<file path="src/iosr_pkg.sv">
// package: register map, field positions and carriers for the io status bank
package iosr_pkg;
    localparam int ADDR_W = 16;
    localparam int DATA_W = 16;
    localparam logic [15:0] ADDR_ERR_FLAGS = 16'h7593;
    localparam logic [15:0] ADDR_HEARTBEAT = 16'h7594;
    localparam logic [15:0] ADDR_OUT_STATES = 16'h9C41;
    localparam logic [15:0] ADDR_IRQ_STATUS = 16'h9C50;
    localparam logic [15:0] ADDR_IRQ_MASK = 16'h9C51;
    localparam int SLOT_COUNT = 4;
    localparam int CHAN_ONE_BIT = 0;
    localparam int CHAN_TWO_BIT = 1;
    localparam logic [15:0] HB_RESET = 16'h0000;
    localparam logic [15:0] HB_FIRST = 16'h0001;
    localparam logic [15:0] HB_LAST = 16'hFFFF;
    localparam logic [1:0] OUT_RESET = 2'h0;
    localparam logic [3:0] ERR_RESET = 4'h0;
    localparam int IRQ_ERR_LSB = 0;
    localparam int IRQ_HB_WRAP_BIT = 4;
    localparam int IRQ_W = 5;

    typedef struct packed {
        logic [ADDR_W-1:0] addr;
        logic [DATA_W-1:0] wdata;
        logic write;
        logic read;
    } iosr_bus_type;
endpackage

</file>
<file path="src/io_status_output_regs.sv">
// io status bank: slot error flags, heartbeat, output switch states
//
// Behaviour
// - Low four bits of the error word flag a bus error per slot, bit 0 base slot.
// - The heartbeat counter adds one on every host-to-network transfer.
// - The heartbeat runs 1 to 65535 then wraps to 1, never zero while counting.
// - Output word bit 0 drives channel one, bit 1 channel two; one means on.
//
// The plain strobed port is this design's own decision.
module io_status_output_regs (
    // clock and reset
    input wire logic clock,
    input wire logic rst,
    // register port
    input wire logic [15:0] regAddr,
    input wire logic [15:0] regWdata,
    input wire logic regWrite,
    input wire logic regRead,
    output logic [15:0] regRdata,
    // slot error pins, asynchronous, one per slot
    input wire logic [3:0] slotBusError,
    // transfer event from the network side, same clock
    input wire logic transferDone,
    // open-drain outputs: enable high sinks to the return node
    output logic outputChannelOneOe,
    output logic outputChannelTwoOe,
    // interrupt
    output logic irq
);
    iosr_pkg::iosr_bus_type bus;
    logic [3:0] errSync;
    logic [15:0] hbCount;
    logic hbWrap;

    logic [3:0] err_q, err_d;
    logic [1:0] out_q, out_d;
    logic [15:0] rdata_q, rdata_d;
    logic [4:0] irqSt_q, irqSt_d;
    logic [4:0] irqMask_q, irqMask_d;
    logic irq_q, irq_d;
    logic [4:0] events;

    assign bus.addr = regAddr;
    assign bus.wdata = regWdata;
    assign bus.write = regWrite;
    assign bus.read = regRead;

    iosr_sync #(.WIDTH(iosr_pkg::SLOT_COUNT)) uSync (
        .clock(clock),
        .rst(rst),
        .async(slotBusError),
        .synced(errSync)
    );

    iosr_heartbeat uHeartbeat (
        .clock(clock),
        .rst(rst),
        .transferPulse(transferDone),
        .count(hbCount),
        .wrapPulse(hbWrap)
    );

    function automatic logic hit(input iosr_pkg::iosr_bus_type b,
                                 input logic [15:0] a);
        hit = (b.addr == a);
    endfunction

    // error flags follow the live slot errors; rising edges raise events
    always_comb begin
        err_d = errSync;
        events = '0;
        events[iosr_pkg::IRQ_ERR_LSB +: 4] = errSync & ~err_q;
        events[iosr_pkg::IRQ_HB_WRAP_BIT] = hbWrap;
    end

    // software-writable output states and mask
    always_comb begin
        out_d = out_q;
        irqMask_d = irqMask_q;
        if (bus.write && hit(bus, iosr_pkg::ADDR_OUT_STATES)) begin
            out_d = bus.wdata[1:0];
        end
        if (bus.write && hit(bus, iosr_pkg::ADDR_IRQ_MASK)) begin
            irqMask_d = bus.wdata[4:0];
        end
    end

    // sticky status: read clears, a same-cycle event still sets
    always_comb begin
        irqSt_d = irqSt_q;
        if (bus.read && hit(bus, iosr_pkg::ADDR_IRQ_STATUS)) begin
            irqSt_d = '0;
        end
        irqSt_d = irqSt_d | events;
        irq_d = |(irqSt_d & irqMask_d);
    end

    // read mux; unmapped addresses and reserved holes read zero
    always_comb begin
        rdata_d = '0;
        if (bus.read) begin
            case (bus.addr)
                iosr_pkg::ADDR_ERR_FLAGS: rdata_d = {12'h000, err_q};
                iosr_pkg::ADDR_HEARTBEAT: rdata_d = hbCount;
                iosr_pkg::ADDR_OUT_STATES: rdata_d = {14'h0000, out_q};
                iosr_pkg::ADDR_IRQ_STATUS: rdata_d = {11'h000, irqSt_q};
                iosr_pkg::ADDR_IRQ_MASK: rdata_d = {11'h000, irqMask_q};
                default: rdata_d = '0;
            endcase
        end
    end

    always_ff @(posedge clock or posedge rst) begin
        if (rst) begin
            err_q <= iosr_pkg::ERR_RESET;
            out_q <= iosr_pkg::OUT_RESET;
            rdata_q <= '0;
            irqSt_q <= '0;
            irqMask_q <= '0;
            irq_q <= 1'b0;
        end else begin
            err_q <= err_d;
            out_q <= out_d;
            rdata_q <= rdata_d;
            irqSt_q <= irqSt_d;
            irqMask_q <= irqMask_d;
            irq_q <= irq_d;
        end
    end

    assign regRdata = rdata_q;
    assign outputChannelOneOe = out_q[iosr_pkg::CHAN_ONE_BIT];
    assign outputChannelTwoOe = out_q[iosr_pkg::CHAN_TWO_BIT];
    assign irq = irq_q;
endmodule

</file>
<file path="src/iosr_heartbeat.sv">
// heartbeat counter: 1..65535 then back to 1, zero only after reset
module iosr_heartbeat (
    // clock and reset
    input wire logic clock,
    input wire logic rst,
    // transfer event
    input wire logic transferPulse,
    // state
    output logic [15:0] count,
    output logic wrapPulse
);
    logic [15:0] count_q, count_d;
    logic wrap_q, wrap_d;

    always_comb begin
        count_d = count_q;
        wrap_d = 1'b0;
        if (transferPulse) begin
            if (count_q == iosr_pkg::HB_LAST) begin
                count_d = iosr_pkg::HB_FIRST;
                wrap_d = 1'b1;
            end else begin
                count_d = count_q + iosr_pkg::HB_FIRST;
            end
        end
    end

    always_ff @(posedge clock or posedge rst) begin
        if (rst) begin
            count_q <= iosr_pkg::HB_RESET;
            wrap_q <= 1'b0;
        end else begin
            count_q <= count_d;
            wrap_q <= wrap_d;
        end
    end

    assign count = count_q;
    assign wrapPulse = wrap_q;
endmodule

</file>
<file path="src/iosr_sync.sv">
// two-flop synchroniser for a bus of pin levels
module iosr_sync #(
    parameter int WIDTH = 4
) (
    // clock and reset
    input wire logic clock,
    input wire logic rst,
    // levels
    input wire logic [WIDTH-1:0] async,
    output logic [WIDTH-1:0] synced
);
    logic [WIDTH-1:0] meta_q, sync_q;

    always_ff @(posedge clock or posedge rst) begin
        if (rst) begin
            meta_q <= '0;
            sync_q <= '0;
        end else begin
            meta_q <= async;
            sync_q <= meta_q;
        end
    end

    assign synced = sync_q;
endmodule

</file>
<file path="config.mk">
export PLATFORM = sky130hd
export DESIGN_NAME = io_status_output_regs
export DESIGN_NICKNAME = d
export VERILOG_FILES = /design/src/iosr_pkg.sv /design/src/io_status_output_regs.sv /design/src/iosr_heartbeat.sv /design/src/iosr_sync.sv
export SDC_FILE = /design/constraint.sdc
export NUM_CORES = 1
export LEC_CHECK = 0
export ABC_AREA = 1
export BUFFER_PORTS_ARGS = -buffer_cell sky130_fd_sc_hd__buf_4
export CORE_ASPECT_RATIO = 0.8
export CORE_UTILIZATION = 45
export DETAILED_ROUTE_END_ITERATION = 8
export GPL_ROUTABILITY_DRIVEN = 0
export PLACE_DENSITY = 0.68
export SLEW_MARGIN = 20
export SYNTH_ARGS = -nofsm -noshare
export SYNTH_HDL_FRONTEND = slang
export SYNTH_HIERARCHICAL = 1
export SYNTH_SLANG_ARGS = --single-unit
</file>
<file path="constraint.sdc">
create_clock -name clock -period 2.8 [get_ports clock]
set_clock_uncertainty 0.2 [all_clocks]
set_input_delay 0.14 -clock clock [delete_from_list [all_inputs] [get_ports clock]]
set_output_delay 0.14 -clock clock [all_outputs]
set_load 0.005 [all_outputs]
</file>
Word-level counts from Yosys, hierarchy flattened
Cells that the tools add are included.
- bits in latches: 0
- memories: 0
- bits of input ports: 41
- register bits after elaboration: 58
- memory bits (read-only): 0
- RAM bits: 0
- output and inout port bits: 19
- order comparisons: 0
- shift operators: 0
- $add $sub $neg: 1
- bitwise operators: 4
- div/mod/pow operators: 0
- $mul: 0
- eq/ne operators: 6
- reductions and logical operators: 4
- multiplexer cells: 7
- operators with widths (cell ; number):
    $pmux 16 s5 ; 1
    $eq 16x16->1 const B ; 4
    $eq 16x15->1 const B ; 2
    $mux 16 ; 2
    $add 16x1->16 const B ; 1
    $mux 5 ; 2
    $and 5x5->5 ; 1
    $or 5x5->5 ; 1
    $reduce_or 5->1 ; 1
    $and 4x4->4 ; 1
    $not 4->4 ; 1
    $logic_and 1x1->1 ; 3
    $mux 1 ; 2

Longest topological paths before layout
- word-level depth: 6
- depth in mapped cells: 12

Hierarchy
The synthesis kept the hierarchy.
- by module, submodules not included (module ; instances ; area each (um2) ; seq. area each (um2) ; cells each):
    io_status_output_regs ; 1 ; 1636.6 ; 825.8 ; 202
    iosr_heartbeat ; 1 ; 1021.0 ; 425.4 ; 137
    iosr_sync ; 1 ; 203.9 ; 200.2 ; 9

Worst setup path after synthesis
Ideal clock, no wire load.
- path type: flip-flop to flip-flop
- start: reg uHeartbeat.count_q[0], in the netlist uHeartbeat/count[0]
- end: reg uHeartbeat.count_q[12], in the netlist uHeartbeat/count[12]
- clock period less this slack: 1.467 ns
- setup slack: 1.333 ns
- library setup time: 0.124 ns
- arrival: 1.143 ns
- required time: 2.476 ns
- path buffers: 0
- stages on the path, launching flop included: 8
- path through: dfrtp_1 > ha_1 > nand2_1 > nor2_2 > nand2_2 > nor2_4 > nand2_2 > xnor2_2
- word-level cells in the longest chain between the ends: 2
- RTL lines (item ; line ; source):
    from (decl) ; iosr_heartbeat.sv:12 ; logic [15:0] count_q, count_d;
    from (signal assigned) ; iosr_heartbeat.sv:30 ; count_q <= iosr_pkg::HB_RESET;
    from (signal assigned) ; iosr_heartbeat.sv:33 ; count_q <= count_d;
    $add 16x1->16 / $eq 16x16->1 (equally long branches) ; iosr_heartbeat.sv:23, iosr_heartbeat.sv:19 ;
    $mux 16 * ; iosr_heartbeat.sv:19 ; if (count_q == iosr_pkg::HB_LAST) begin
Every way passes the cells marked *; elsewhere a longest branch is shown, timed or not.
A chain may end at the register's enable or synchronous reset.

Final worst setup path
- start: in regWrite
- end: reg irq_q, in the netlist irq
- word-level cells in the longest chain between the ends: 4
- RTL lines (item ; line ; source):
    from (decl) ; io_status_output_regs.sv:17 ; input wire logic regWrite,
    $logic_and 1x1->1 ; io_status_output_regs.sv:83 ; if (bus.write && hit(bus, iosr_pkg::ADDR_IRQ_MASK)) begin
    $mux 5 ; io_status_output_regs.sv:83 ;
    via irqMask_d[4] ; io_status_output_regs.sv:39 ; logic [4:0] irqMask_q, irqMask_d;
    $and 5x5->5 ; io_status_output_regs.sv:95 ; irq_d = |(irqSt_d & irqMask_d);
    $reduce_or 5->1 ; io_status_output_regs.sv:95 ;
    via irq_d ; io_status_output_regs.sv:40 ; logic irq_q, irq_d;
    to (signal assigned) ; io_status_output_regs.sv:127 ; irq_q <= irq_d;
    to (decl) ; io_status_output_regs.sv:40 ;
The timed path passes the listed nets, and every way through them passes these cells.

==> metrics <==
grt total ovfl=0; Sequential Power Share=49.6%; full die area=6680 um^2; CTS tree=done; top-count cell post-synth=nand2_1; Combinational Power Share=12.6%; setup TNS=0 ns; total wire length=5.57 mm; final setup vio count=0; first-pass GRT wire length=9.46 mm; Max Slew Vio Count=0; die width=91.2 um; fin crit period=1.75 ns; Setup CP Type=input pin to flip-flop; Port Buf Inserts=48; worst-margin pin slew=0.693 ns; leakage power=0.00190 uW; FMAX=0.572 GHz; P&R area growth vs syn=27.3%; share of cells above drive strength 1=28.3%; worst-path fanout max=7; total track usage=18.8%; Clock Sinks=58; CP cell instances=dlygate4sd3_1 -> buf_4 -> nand3_2 -> dlygate4sd3_1 -> nand2_2 -> nand2_1 -> nand2_1 -> inv_1 -> nand2_1; Seq cells post-synth=58; CTS buffer count=9; Post-synth EDFFs=0; Synth Cell Area=2860 um^2; Core Region=6010 um^2; post-synth top area cell=dfrtp_1; vias in the first global route=2090; endpoints failing hold=0; worst skew pair latency=0.33 ns; post-synthesis sequential area ratio=50.7%; wire length per cell=11.0 um; top post-synthesis cells by area=dfrtp_1 (51%), nand2_1 (13%), nor2_1 (6.2%), inv_1 (6.0%), nor2_2 (4.6%); crit path launch type=input pin; diode count=0; Commonest cells post-synth=nand2_1 (96), dfrtp_1 (58), nor2_1 (47), inv_1 (46), nor2_2 (21); Starting Density=47.6%; Clk pwr share=37.8%; Post-CTS Setup Bufs=0; Max clock buf depth=2; most frequent CP cell=nand2_1; First DRT Iteration DRCs=141; class of the worst hold path=input pin to flip-flop; crit path DAT=1.75 ns; initial antenna violation count=0; CP delay by family, top=buffers and inverters; syn nets=390; crit share post-route=62.4%; ys flop type=dfrtp_1; Post-Syn Area per Cell=8.22 um^2; Layout Nets=461; Filler cells=547; ANT nets after route=0; Worst path max stage delay=0.56 ns; Worst setup EP type=flip-flop; slowest library cell on the worst path=dlygate4sd3_1; pwr dens=538 nW/um^2; num rows=25; count of maximum capacitance violations=0; Max VDD drop=0.000313 V; RSZ-0062 raised after global routing=false; Reg clk slew, reported paths=0.07 ns; post-synth top area share=50.7%; post-synth cell types=27; Ports=60; required time worst endpoint=2.80 ns; die boundary height=73.3 um; Synth async-reset ratio=100%; Cell Int Power=1400 uW; DR vias/cell=4.55; post-route core utilization=60.6%; Slew HR=53.7%; via count=2298; switching share of power=28.3%; drc violations=0; yosys warns=6; status=finished clean; largest net degree at the start of global routing=21; H-Tree Depth=3; Switch Pwr=554 uW; clk root buf=clkbuf_8; Pre-antenna DRT Iters=4; final HPWL from detailed placement=4.32 mm; cells after synthesis=348; critical path buffer and inverter count=4
## power by group through the flow
stage                     clock network, uW  logic, uW  registers (uW)
after floorplan                           0        185             953
after global placement                    0        230             983
after detailed placement                  0        235             988
after CTS                               764        250             971
after global routing                    805        284             982
final                                   740        248             971
## kinds of logic after synthesis
family | share of synthesized area [%]
AOI/OAI and AO/OA | 1.84
xor gates and xnor gates | 2.10
adders and majority gates | 0.437
buffers and inverters | 8.44
DFF | 50.7
and+or+nand+nor | 36.5
## registers in the layout, indices dropped and copies added (netlist names)
signal,flops
regRdata,16
uHeartbeat/wrapPulse,1
uSync/meta_q,4
uHeartbeat/count,16
out_q,2
uSync/synced,4
err_q,4
irqSt_q,5
irq,1
irqMask_q,5
## stage by stage
step	setup slack, ns	instances	hold WS, ns	power (uW)	cell area (um^2)
after global routing	0.948	505	0.112	2070	3640
after CTS	1.09	505	0.0780	1980	3640
final	1.05	505	0.0819	1960	3640
after detailed placement	1.17	475	-0.0837	1220	3310
after floorplan	1.33	348	-0.244	1140	2860
after global placement	1.19	475	-0.0930	1210	3310
## metal layers
layer	track usage (%)	part of all wire [%]	vias to the layer above
met1	26.4	51	1032
li1	-	-	1197
met2	28.2	42	63
met3	5.07	5.9	6
met4	6.88	0.75	0
met5	0	0	-
## tightest hold or removal path: cells and delay by family
kind	cells	cell delay (ns)
and+or+nand+nor	6	0.34
buffers and inverters	1	0.09
## final timing paths
check / to / from / slack, ns / cells past startpoint
max: irq / regWrite / 1.05 / 9
min: irqSt_q[4] / regAddr[2] / 0.08 / 7
max reg2reg: uHeartbeat/count[13] / uHeartbeat/count[1] / 1.19 / 8
min reg2reg: uSync/synced[2] / uSync/meta_q[2] / 0.15 / 0
max in group asynchronous: irqSt_q[3] / rst / 1.49 / 4
min in group asynchronous: uSync/meta_q[0] / rst / 0.11 / 3
## final cells by class
class | count | area, um^2 | share of cell area [%]
repair buffers | 63 | 508 | 13.9
multi-input cells | 230 | 1170 | 32.1
clock inverters | 6 | 66.3 | 1.82
clock buffers | 10 | 128 | 3.50
inverters | 57 | 219 | 6.01
flip-flops and latches | 58 | 1450 | 39.8
well taps | 81 | 101 | 2.78
## cells in the final DEF (no fill, tap or decap), drive strengths merged
master	count
nor3	3
o21ai	3
bufinv	1
xnor2	2
clkinv	2
ha	1
o211ai	2
inv	57
nand2	108
nor2	73
dlygate4sd3	14
nand3	22
xor2	4
o21bai	1
buf	49
dfrtp	58
a21oi	3
clkinvlp	3
nand4	6
nor3b	2
clkbuf	10
## what timing repair did
action                                 4_1_cts  5_1_grt
hold buffers                                14        0
endpoints found under the hold margin       57        0
resized for setup                            0        0
setup endpoints to repair                    0        0
No activity file was read; power rests on OpenSTA's default activity.
